### src/tig_pkg.sv
package tig_pkg;
    // ======================================================
    // bus and register map
    localparam int AW = 8;
    localparam int DW = 32;
    localparam logic [AW-1:0] A_CTRL = 8'h00;
    localparam logic [AW-1:0] A_GAIN = 8'h04;
    localparam logic [AW-1:0] A_DACA = 8'h08;
    localparam logic [AW-1:0] A_DACB = 8'h0c;
    localparam logic [AW-1:0] A_STAT = 8'h10;
    // ======================================================
    // control word fields
    localparam int C_INTP = 0;
    localparam int C_PLL = 2;
    localparam int C_FAST = 3;
    localparam int C_SLEEP = 4;
    localparam int C_FPD = 5;
    localparam int C_IFM = 6;
    // per-converter word fields
    localparam int D_CRS = 0;
    localparam int D_FINE = 2;
    localparam int D_OFS = 8;
    localparam int D_NEG = 18;
    // status word fields
    localparam int S_PIN = 0;
    localparam int S_ACT = 1;
    localparam int S_CUR = 2;
    localparam int S_UND = 3;
    // ======================================================
    // widths
    localparam int SW = 12;
    localparam int PGA_W = 8;
    localparam int CRS_W = 2;
    localparam int FINE_W = 6;
    localparam int OFS_W = 10;
    localparam int RC_W = 12;
    localparam int TAPS1 = 39;
    localparam int TAPS2 = 15;
    // ======================================================
    // timing
    localparam int CLK_MHZ = 200;
    localparam int RECOV_NS = 10000;
    localparam logic [RC_W-1:0] RECOV_CYC =
        RC_W'((RECOV_NS * CLK_MHZ + 999) / 1000);
    // ======================================================
    // modes and states
    typedef enum logic [1:0] {I_1X, I_2X, I_4X, I_RSV} tig_intp_e;
    typedef enum logic [1:0] {CRS_FULL, CRS_HALF, CRS_ELEVENTH,
        CRS_RSV} tig_crs_e;
    typedef enum logic [1:0] {IF_TWO_PORT, IF_HALF_IL, IF_FULL_IL,
        IF_CLONE} tig_ifm_e;
    typedef enum logic [1:0] {PW_ON, PW_OFF, PW_WAKE} tig_pwr_e;
endpackage

### src/tig_ctrl.sv
// Implementation choices: the APB register port and the address map.
`timescale 1ns/1ps

// =========================================================
// one two-times stage: zero-stuffed delay line, averaging kernel
module tig_hbf #(
    parameter int TAPS = tig_pkg::TAPS1,
    parameter int W = tig_pkg::SW
) (
    input wire logic CLK,
    input wire logic RST,
    input wire logic en,
    input wire logic ld,
    input wire logic [W-1:0] din,
    output logic [W-1:0] dout
);
    localparam int AW2 = W + $clog2(TAPS) + 2;
    localparam logic signed [AW2-1:0] MAXV = AW2'((1 <<< (W - 1)) - 1);
    localparam logic signed [AW2-1:0] MINV = -AW2'(1 <<< (W - 1));
    localparam logic signed [AW2-1:0] DIV = AW2'(TAPS);
    typedef struct packed {
        logic [TAPS-1:0][W-1:0] line;
        logic [W-1:0] out;
    } tig_hbf_s;
    tig_hbf_s s_r, s_nxt;

    always_comb begin
        logic signed [AW2-1:0] acc;
        logic signed [AW2-1:0] q;
        acc = '0;
        q = '0;
        s_nxt = s_r;
        for (int i = 0; i < TAPS; i++) begin
            acc = acc + AW2'($signed(s_r.line[i]));
        end
        // zero-stuffing halves the energy, so the kernel sum is doubled
        q = (acc <<< 1) / DIV;
        if (q > MAXV) begin
            q = MAXV;
        end else if (q < MINV) begin
            q = MINV;
        end
        if (en) begin
            s_nxt.line = {s_r.line[TAPS-2:0], ld ? din : W'(0)};
            s_nxt.out = q[W-1:0];
        end
    end

    // contents survive a full power-down; stale words must be flushed
    always_ff @(posedge CLK) begin
        if (RST) begin
            s_r <= '0;
        end else begin
            s_r <= s_nxt;
        end
    end
    assign dout = s_r.out;
endmodule // tig_hbf

// =========================================================
module tig_ctrl #(
    parameter int TAPS1 = tig_pkg::TAPS1,
    parameter int TAPS2 = tig_pkg::TAPS2
) (
    input wire logic CLK,
    input wire logic RST,
    input wire logic PSEL,
    input wire logic PENABLE,
    input wire logic PWRITE,
    input wire logic [tig_pkg::AW-1:0] PADDR,
    input wire logic [tig_pkg::DW-1:0] PWDATA,
    output logic [tig_pkg::DW-1:0] PRDATA,
    output logic PREADY,
    output logic PSLVERR,
    input wire logic TX_POWERDOWN_PIN,
    input wire logic DAC_SIDE_CLOCK_INPUT,
    input wire logic TX_VALID,
    input wire logic TX_SYNC,
    input wire logic [tig_pkg::SW-1:0] TX_A_DATA,
    input wire logic [tig_pkg::SW-1:0] TX_B_DATA,
    output logic TX_READY,
    output logic [tig_pkg::SW-1:0] DAC_A_CODE,
    output logic [tig_pkg::SW-1:0] DAC_B_CODE,
    output logic DAC_CURRENT_ON,
    output logic TX_ACTIVE,
    output logic [tig_pkg::PGA_W-1:0] SHARED_TX_GAIN,
    output logic FAST_GAIN_SETTLE_OPTION,
    output logic [tig_pkg::CRS_W-1:0] COARSE_A,
    output logic [tig_pkg::CRS_W-1:0] COARSE_B,
    output logic [tig_pkg::FINE_W-1:0] FINE_A,
    output logic [tig_pkg::FINE_W-1:0] FINE_B,
    output logic [tig_pkg::OFS_W-1:0] OFFSET_A,
    output logic [tig_pkg::OFS_W-1:0] OFFSET_B,
    output logic OFFSET_NEG_A,
    output logic OFFSET_NEG_B
);
    localparam int SW = tig_pkg::SW;

    typedef struct packed {
        logic [tig_pkg::DW-1:0] prdata;
        logic pready;
        logic pslverr;
        logic [1:0] intp;
        logic pll;
        logic fast;
        logic sleep;
        logic fpd;
        logic [1:0] ifm;
        logic [tig_pkg::PGA_W-1:0] pga;
        logic [1:0][tig_pkg::CRS_W-1:0] crs;
        logic [1:0][tig_pkg::FINE_W-1:0] fine;
        logic [1:0][tig_pkg::OFS_W-1:0] ofs;
        logic [1:0] neg;
        tig_pkg::tig_pwr_e pwr;
        logic [tig_pkg::RC_W-1:0] rcnt;
        logic ck1, ck2, ck3;
        logic pd1, pd2;
        logic [1:0] ph;
        logic [1:0][SW-1:0] hold;
        logic [1:0][SW-1:0] x;
        logic pend;
        logic under;
        logic ready;
        logic t_d, en1, ld1, en2, ld2;
        logic [1:0][SW-1:0] dac;
        logic cur;
        logic act;
    } tig_ctrl_s;
    tig_ctrl_s s_r, s_nxt;

    logic [1:0][SW-1:0] s1o, s2o;
    logic t;

    // =====================================================
    // register decode for the error path; reads decode PADDR in their own case
    function automatic logic mapped(input logic [tig_pkg::AW-1:0] a);
        return a == tig_pkg::A_CTRL || a == tig_pkg::A_GAIN ||
            a == tig_pkg::A_DACA || a == tig_pkg::A_DACB ||
            a == tig_pkg::A_STAT;
    endfunction

    function automatic logic [tig_pkg::DW-1:0] dac_word(
        input tig_ctrl_s s, input int c);
        logic [tig_pkg::DW-1:0] w;
        w = '0;
        w[tig_pkg::D_CRS +: tig_pkg::CRS_W] = s.crs[c];
        w[tig_pkg::D_FINE +: tig_pkg::FINE_W] = s.fine[c];
        w[tig_pkg::D_OFS +: tig_pkg::OFS_W] = s.ofs[c];
        w[tig_pkg::D_NEG] = s.neg[c];
        return w;
    endfunction

    // =====================================================
    // update tick: multiplied clock or synchronised pin edge
    always_comb begin
        logic run;
        run = s_r.pwr == tig_pkg::PW_ON && !s_r.fpd;
        t = run && (s_r.pll || (s_r.ck2 && !s_r.ck3));
    end

    // =====================================================
    always_comb begin
        logic setup, wr, take;
        logic [1:0] last;
        logic [tig_pkg::DW-1:0] rd;
        int c;
        setup = PSEL && !PENABLE;
        wr = PSEL && PENABLE && s_r.pready && PWRITE;
        take = 1'b0;
        last = 2'h0;
        rd = '0;
        c = 0;
        s_nxt = s_r;

        // pin synchronisers
        s_nxt.ck1 = DAC_SIDE_CLOCK_INPUT;
        s_nxt.ck2 = s_r.ck1;
        s_nxt.ck3 = s_r.ck2;
        s_nxt.pd1 = TX_POWERDOWN_PIN;
        s_nxt.pd2 = s_r.pd1;

        // bus slave: answers in the first access cycle, always on
        s_nxt.pready = setup;
        s_nxt.pslverr = setup && !mapped(PADDR);
        case (PADDR)
            tig_pkg::A_CTRL: begin
                rd[tig_pkg::C_INTP +: 2] = s_r.intp;
                rd[tig_pkg::C_PLL] = s_r.pll;
                rd[tig_pkg::C_FAST] = s_r.fast;
                rd[tig_pkg::C_SLEEP] = s_r.sleep;
                rd[tig_pkg::C_FPD] = s_r.fpd;
                rd[tig_pkg::C_IFM +: 2] = s_r.ifm;
            end
            tig_pkg::A_GAIN: rd[tig_pkg::PGA_W-1:0] = s_r.pga;
            tig_pkg::A_DACA: rd = dac_word(s_r, 0);
            tig_pkg::A_DACB: rd = dac_word(s_r, 1);
            tig_pkg::A_STAT: begin
                rd[tig_pkg::S_PIN] = s_r.pd2;
                rd[tig_pkg::S_ACT] = s_r.act;
                rd[tig_pkg::S_CUR] = s_r.cur;
                rd[tig_pkg::S_UND] = s_r.under;
            end
            default: rd = '0;
        endcase
        s_nxt.prdata = setup ? rd : '0;

        if (wr) begin
            case (PADDR)
                tig_pkg::A_CTRL: begin
                    s_nxt.intp = PWDATA[tig_pkg::C_INTP +: 2];
                    s_nxt.pll = PWDATA[tig_pkg::C_PLL];
                    s_nxt.fast = PWDATA[tig_pkg::C_FAST];
                    s_nxt.sleep = PWDATA[tig_pkg::C_SLEEP];
                    s_nxt.fpd = PWDATA[tig_pkg::C_FPD];
                    s_nxt.ifm = PWDATA[tig_pkg::C_IFM +: 2];
                end
                tig_pkg::A_GAIN:
                    s_nxt.pga = PWDATA[tig_pkg::PGA_W-1:0];
                tig_pkg::A_DACA, tig_pkg::A_DACB: begin
                    // only the addressed converter changes
                    c = PADDR == tig_pkg::A_DACB ? 1 : 0;
                    s_nxt.crs[c] =
                        PWDATA[tig_pkg::D_CRS +: tig_pkg::CRS_W];
                    s_nxt.fine[c] =
                        PWDATA[tig_pkg::D_FINE +: tig_pkg::FINE_W];
                    s_nxt.ofs[c] =
                        PWDATA[tig_pkg::D_OFS +: tig_pkg::OFS_W];
                    s_nxt.neg[c] = PWDATA[tig_pkg::D_NEG];
                end
                tig_pkg::A_STAT:
                    if (PWDATA[tig_pkg::S_UND]) begin
                        s_nxt.under = 1'b0;
                    end
                default: s_nxt.intp = s_nxt.intp;
            endcase
        end

        // pin power-down and its recovery wait
        case (s_r.pwr)
            tig_pkg::PW_ON:
                if (s_r.pd2) begin
                    s_nxt.pwr = tig_pkg::PW_OFF;
                end
            tig_pkg::PW_OFF:
                if (!s_r.pd2) begin
                    s_nxt.pwr = tig_pkg::PW_WAKE;
                    s_nxt.rcnt = '0;
                end
            tig_pkg::PW_WAKE:
                if (s_r.pd2) begin
                    s_nxt.pwr = tig_pkg::PW_OFF;
                end else if (s_r.rcnt == tig_pkg::RECOV_CYC - 1'b1) begin
                    s_nxt.pwr = tig_pkg::PW_ON;
                end else begin
                    s_nxt.rcnt = s_r.rcnt + 1'b1;
                end
            default: s_nxt.pwr = tig_pkg::PW_ON;
        endcase

        // phase of the update tick within one input sample
        case (s_r.intp)
            tig_pkg::I_2X: last = 2'h1;
            tig_pkg::I_4X: last = 2'h3;
            default: last = 2'h0;
        endcase
        if (t) begin
            s_nxt.ph = s_r.ph >= last ? 2'h0 : s_r.ph + 2'h1;
        end
        take = t && s_r.ph == 2'h0;

        // stage enables; bypass leaves both idle
        s_nxt.t_d = t;
        s_nxt.en1 = 1'b0;
        s_nxt.ld1 = 1'b0;
        s_nxt.en2 = 1'b0;
        s_nxt.ld2 = 1'b0;
        case (s_r.intp)
            tig_pkg::I_2X: begin
                s_nxt.en1 = t;
                s_nxt.ld1 = take;
            end
            tig_pkg::I_4X: begin
                // first stage sees the input rate, at half tick rate
                s_nxt.en1 = t && !s_r.ph[0];
                s_nxt.ld1 = take;
                s_nxt.en2 = t;
                s_nxt.ld2 = t && !s_r.ph[0];
            end
            default: s_nxt.en1 = 1'b0;
        endcase

        // sample hand-off; a missing sample feeds zero and is flagged
        if (take) begin
            s_nxt.x = s_r.pend ? s_r.hold : '0;
            s_nxt.pend = 1'b0;
            if (!s_r.pend) begin
                s_nxt.under = 1'b1;
            end
        end
        if (TX_VALID && s_r.ready) begin
            if (s_r.ifm == tig_pkg::IF_TWO_PORT) begin
                s_nxt.hold[0] = TX_A_DATA;
                s_nxt.hold[1] = TX_B_DATA;
                s_nxt.pend = 1'b1;
            end else if (TX_SYNC) begin
                s_nxt.hold[0] = TX_A_DATA;
            end else begin
                s_nxt.hold[1] = TX_A_DATA;
                s_nxt.pend = 1'b1;
            end
        end
        s_nxt.ready = !s_nxt.pend;

        // converter codes follow the selected stage
        if (s_r.t_d) begin
            case (s_r.intp)
                tig_pkg::I_2X: s_nxt.dac = s1o;
                tig_pkg::I_4X: s_nxt.dac = s2o;
                default: s_nxt.dac = s_r.x;
            endcase
        end

        s_nxt.act = s_nxt.pwr == tig_pkg::PW_ON && !s_nxt.fpd;
        // sleep drops only the current, clocks keep running
        s_nxt.cur = s_nxt.act && !s_nxt.sleep;
    end

    // =====================================================
    // reset values give unity coarse, 0 dB and zero fine gain
    always_ff @(posedge CLK) begin
        if (RST) begin
            s_r <= '0;
        end else begin
            s_r <= s_nxt;
        end
    end

    // =====================================================
    for (genvar g = 0; g < 2; g++) begin : g_ch
        tig_hbf #(.TAPS(TAPS1), .W(SW)) u_s1 (
            .CLK(CLK),
            .RST(RST),
            .en(s_r.en1),
            .ld(s_r.ld1),
            .din(s_r.x[g]),
            .dout(s1o[g])
        );
        tig_hbf #(.TAPS(TAPS2), .W(SW)) u_s2 (
            .CLK(CLK),
            .RST(RST),
            .en(s_r.en2),
            .ld(s_r.ld2),
            .din(s1o[g]),
            .dout(s2o[g])
        );
    end

    assign PRDATA = s_r.prdata;
    assign PREADY = s_r.pready;
    assign PSLVERR = s_r.pslverr;
    assign TX_READY = s_r.ready;
    assign DAC_A_CODE = s_r.dac[0];
    assign DAC_B_CODE = s_r.dac[1];
    assign DAC_CURRENT_ON = s_r.cur;
    assign TX_ACTIVE = s_r.act;
    assign SHARED_TX_GAIN = s_r.pga;
    assign FAST_GAIN_SETTLE_OPTION = s_r.fast;
    assign COARSE_A = s_r.crs[0];
    assign COARSE_B = s_r.crs[1];
    assign FINE_A = s_r.fine[0];
    assign FINE_B = s_r.fine[1];
    assign OFFSET_A = s_r.ofs[0];
    assign OFFSET_B = s_r.ofs[1];
    assign OFFSET_NEG_A = s_r.neg[0];
    assign OFFSET_NEG_B = s_r.neg[1];

    // =====================================================
    property p_two_x;
        @(posedge CLK) disable iff (RST)
        s_r.intp == tig_pkg::I_2X |=> !s_r.en2;
    endproperty
    a_two_x: assert property (p_two_x) else $error("stage2 on at 2x");

    property p_byp;
        @(posedge CLK) disable iff (RST)
        s_r.intp == tig_pkg::I_1X && s_r.t_d |=> DAC_A_CODE == $past(s_r.x[0]);
    endproperty
    a_byp: assert property (p_byp) else $error("bypass path wrong");

    property p_half;
        @(posedge CLK) disable iff (RST)
        s_r.intp == tig_pkg::I_4X && s_r.pll && $stable(s_r.intp) && t
            ##1 t |-> s_r.en1 != $past(s_r.en1);
    endproperty
    a_half: assert property (p_half) else $error("stage1 rate");

    property p_pin_tick;
        @(posedge CLK) disable iff (RST)
        !s_r.pll && s_r.ck2 == s_r.ck3 |-> !t;
    endproperty
    a_pin_tick: assert property (p_pin_tick) else $error("stray tick");

    property p_wake;
        @(posedge CLK) disable iff (RST)
        s_r.pwr == tig_pkg::PW_OFF && !s_r.pd2 |=>
            !TX_ACTIVE ##1 (!TX_ACTIVE && !t) [*8];
    endproperty
    a_wake: assert property (p_wake) else $error("early wake");

    property p_sleep;
        @(posedge CLK) disable iff (RST)
        s_r.sleep && !s_r.fpd && s_r.pwr == tig_pkg::PW_ON |->
            !DAC_CURRENT_ON && TX_ACTIVE && (t || !s_r.pll);
    endproperty
    a_sleep: assert property (p_sleep) else $error("current in sleep");

    property p_fpd;
        @(posedge CLK) disable iff (RST)
        s_r.fpd |-> !t && !TX_ACTIVE;
    endproperty
    a_fpd: assert property (p_fpd) else $error("ticks in power-down");

    property p_bus_pd;
        @(posedge CLK) disable iff (RST)
        s_r.pd2 && PSEL && !PENABLE |=> PREADY;
    endproperty
    a_bus_pd: assert property (p_bus_pd) else $error("bus dead");

    property p_iso;
        @(posedge CLK) disable iff (RST)
        PSEL && PENABLE && PREADY && PWRITE && PADDR == tig_pkg::A_DACA
            |=> $stable(s_r.fine[1]) && $stable(s_r.ofs[1]);
    endproperty
    a_iso: assert property (p_iso) else $error("channel B disturbed");
endmodule // tig_ctrl

### config.mk
export PLATFORM = sky130hd
export DESIGN_NAME = tig_ctrl
export DESIGN_NICKNAME = d
export VERILOG_FILES = /design/src/tig_pkg.sv /design/src/tig_ctrl.sv
export SDC_FILE = /design/constraint.sdc
export NUM_CORES = 2
export LEC_CHECK = 0
export ABC_AREA = 1
export BUFFER_PORTS_ARGS = -buffer_cell sky130_fd_sc_hd__buf_2
export CORE_MARGIN = 1
export CORE_UTILIZATION = 58
export CTS_BUF_LIST = sky130_fd_sc_hd__clkbuf_16
export DETAILED_ROUTE_END_ITERATION = 8
export GPL_TIMING_DRIVEN = 0
export PLACE_DENSITY_LB_ADDON = 0.12
export SLEW_MARGIN = 20
export SYNTH_ARGS = -nofsm -noshare
export SYNTH_HDL_FRONTEND = slang
export SYNTH_HIERARCHICAL = 1
export SYNTH_SLANG_ARGS = --single-unit
### constraint.sdc
create_clock -name CLK -period 40.9 [get_ports CLK]
set_input_delay 8.18 -clock CLK [delete_from_list [all_inputs] [get_ports CLK]]
set_output_delay 8.18 -clock CLK [all_outputs]
set_load 0.02 [all_outputs]
==> results.cfg <==
[sta]
setup_viol = 0
final_max_slew_viol_count = 0
setup_tns_ns = 0
rsz0062_at_grt = false
fin_crit_sh = 0.419
setup_slack_ns = 23.75
fin_crit_ns = 17.15
whs_ns = 0.411
hold_violations = 0
relSlewSlack = 0.252
max_freq_mhz = 58.3
fin_skew_ns = 0.0426
tightest_slew_ns = 1.11

[logic_synthesis]
synth_area_leaders = dfxtp_1 (29%), fa_1 (25%), inv_1 (8.3%)
ys_ff_latch = 1522
netlist_area_um2 = 104000
yosysTopAreaCell = dfxtp_1
synth_top_area_share = 0.294
yosysSeqAreaShare = 0.294
synthTopCellsByCount = inv_1 (2302), dfxtp_1 (1522), nor2_1 (1489)
synth_edf_count = 0
avgSynthCellArea_um2 = 8.24
ys_types = 70
ys_warn_count = 6
ys.flop_type = dfxtp_1
synthCells = 12600
async_flop_share = 0
yosysMostFrequentCell = inv_1

[clocking]
postCtsHoldBufs = 0
cts_resized = 0
numCtsBuffers = 169
post-cts-setup-buffers = 0
worstSkewPairLatency_ns = 0.84
cts.sinks = 1522
htree_levels = 4
cts_tree = yes
clockRootBuffer = clkbuf_16
cts.clk_slew.worst_paths_ns = 0.06
clk_path_buf_depth = 3

[routing]
wl_met3_um = 17100
via_per_inst = 5.33
wire_per_inst_um = 18.1
wl_met1_um = 124000
wirelength_um = 279000
ant_nets = 0
drtPass1Iterations = 6
num_vias = 82100
drc = 0
drt_iter0_markers = 6327
route.met2.wl_um = 129000
highest_layer = met5

[power]
irDropWorstVdd_mv = 0.0350
powerDensity_nw_per_um2 = 27.0
leakage_nw = 56.0

[layout]
synthToLayoutAreaGrowth_pct = 8.83
fin_nets = 14400
final_cell_area_um2 = 113000
layout-drive-gt1-share = 0.114
final_core_util = 0.638

[die]
fp.coreArea_um2 = 177000
start_util = 0.586
die_w_um = 425
dieArea_um2 = 181000
num_rows = 154
io-pin-count = 181
die_y_um = 425

[placed_design]
post-place-ws_ns = 23.93
dp.final_hpwl_um = 225000
portBuffers = 153
detailed_place.area_um2 = 107000
gp_congestion = 0.955

[global_route]
grt_pass1_wl_um = 448000
grt_usage = 0.313
grt_max_degree = 26
grt-ovfl-total = 0
antenna_found_initial = 11
grt_pass1_vias = 82500

[min_path]
hp-class = register to register

[critical_path]
critPathTopFamily = simple AND/OR/NAND/NOR gates
cpPeakStageDelay_ns = 0.62
critPathMostFrequentCell = nand2_2
path_max_fanout = 10
path_class = register to register
arrival_ns = 17.84
cp_num_buf_inv = 12
critical_path.startpoint_type = register
crit_required_ns = 41.58
cpMaxStageDelayCell = fa_1
critPathCaptureType = register

[job]
cap_violations = 0

[status]
status = complete, no violations
-- worst min-delay path: cells and delay by family (launching register included) --
| kind | cells | cell delay [ns] |
|---|---|---|
| buf+inv | 1 | 0.04 |
| flops | 1 | 0.30 |
| simple gates | 1 | 0.03 |
-- sequential cells by signal, indices dropped and copies added (netlist names), 3 cells and up, named ones only --
name / flops
DAC_B_CODE: 12
PRDATA: 19
s_r: 80
g_ch.u_s2/dout: 24
DAC_A_CODE: 12
g_ch.u_s1/dout: 24
g_ch.u_s1/s_r: 936
SHARED_TX_GAIN: 8
s_nxt: 3
g_ch.u_s2/s_r: 360
-- path summary, 6_finish.rpt --
path | startpoint | depth (start not counted) | slack, ns | end
worst max register to register | g_ch[1].u_s1/s_r[23]$_SDFFE_PP0P_ | 109 | 23.75 | g_ch[1].u_s1/dout[4]$_SDFFE_PP0P_
worst min-delay path | s_nxt[84]$_SDFF_PP0_ | 2 | 0.41 | s_r[84]$_SDFF_PP0_
worst max-delay path | g_ch[1].u_s1/s_r[23]$_SDFFE_PP0P_ | 109 | 23.75 | g_ch[1].u_s1/dout[4]$_SDFFE_PP0P_
worst min register to register | s_nxt[84]$_SDFF_PP0_ | 2 | 0.41 | s_r[84]$_SDFF_PP0_
-- cells in the final DEF (no fill, tap or decap), types with 36 or more instances in the layout --
cell type and instances:
nand2_2 303, fa_1 1272, nand3_1 458, nand3_2 81, nand4_1 66, inv_2 95
a21oi_2 36, a21oi_1 881, buf_2 160, nor2_2 72, clkinv_1 49, dfxtp_1 1522
o21ai_0 1447, nand2_4 129, xor2_1 72, clkbuf_1 463, buf_4 152, inv_1 2337
nand2_1 1148, clkbuf_16 170, nor2_1 1489, ha_1 132, a31oi_1 41, o21ai_1 45
-- final cells by class --
class                      count  area (um2)
fill                       15400       64000
timing repair buffer         153         766
clock buffer                 170        4250
tap                         2340        2930
buffer                       672        3440
sequential                  1522       30500
inverter                    2428        9180
clock inverter               136        1140
antenna                        8        20.0
multi-input combinational   7982       60700
-- cell families (layout without fill, tap and decap cells) --
family / count (synthesis) / in the layout / synth area share
AOI/OAI and AO/OA: 2551 / 2551 / 0.131
xor gates and xnor gates: 107 / 107 / 0.00961
adders and majority gates: 1404 / 1404 / 0.261
buffers and inverters: 3100 / 3559 / 0.122
DFF: 1522 / 1522 / 0.294
muxes: 1 / 1 / 0.0000965
other: 1 / 21 / 0.0000362
and+or+nand+nor: 3906 / 3906 / 0.183
-- power by group --
part,internal [mW],switching [mW],leakage [nW]
Combinational,0.0148,0.0418,41.0
Clock,0.837,0.662,2.75
Sequential,1.49,0.00272,12.3
Total,2.34,0.707,56.0
-- through the flow --
| step | cells | total power [mW] |
|---|---|---|
| after CTS | 15400 | 3.07 |
| after detailed placement | 15100 | 1.58 |
| after global placement | 15100 | 1.58 |
| after global routing | 15400 | 3.14 |
| final | 15400 | 3.04 |
| after floorplan | 12600 | 1.55 |
-- per-layer routing --
metal,vias to the layer above,track usage
li1,39300,-
met1,40000,0.438
met2,2293,0.502
met3,444,0.0474
met4,2,0.0972
met5,-,0
Power figures use the tool's default switching activity.
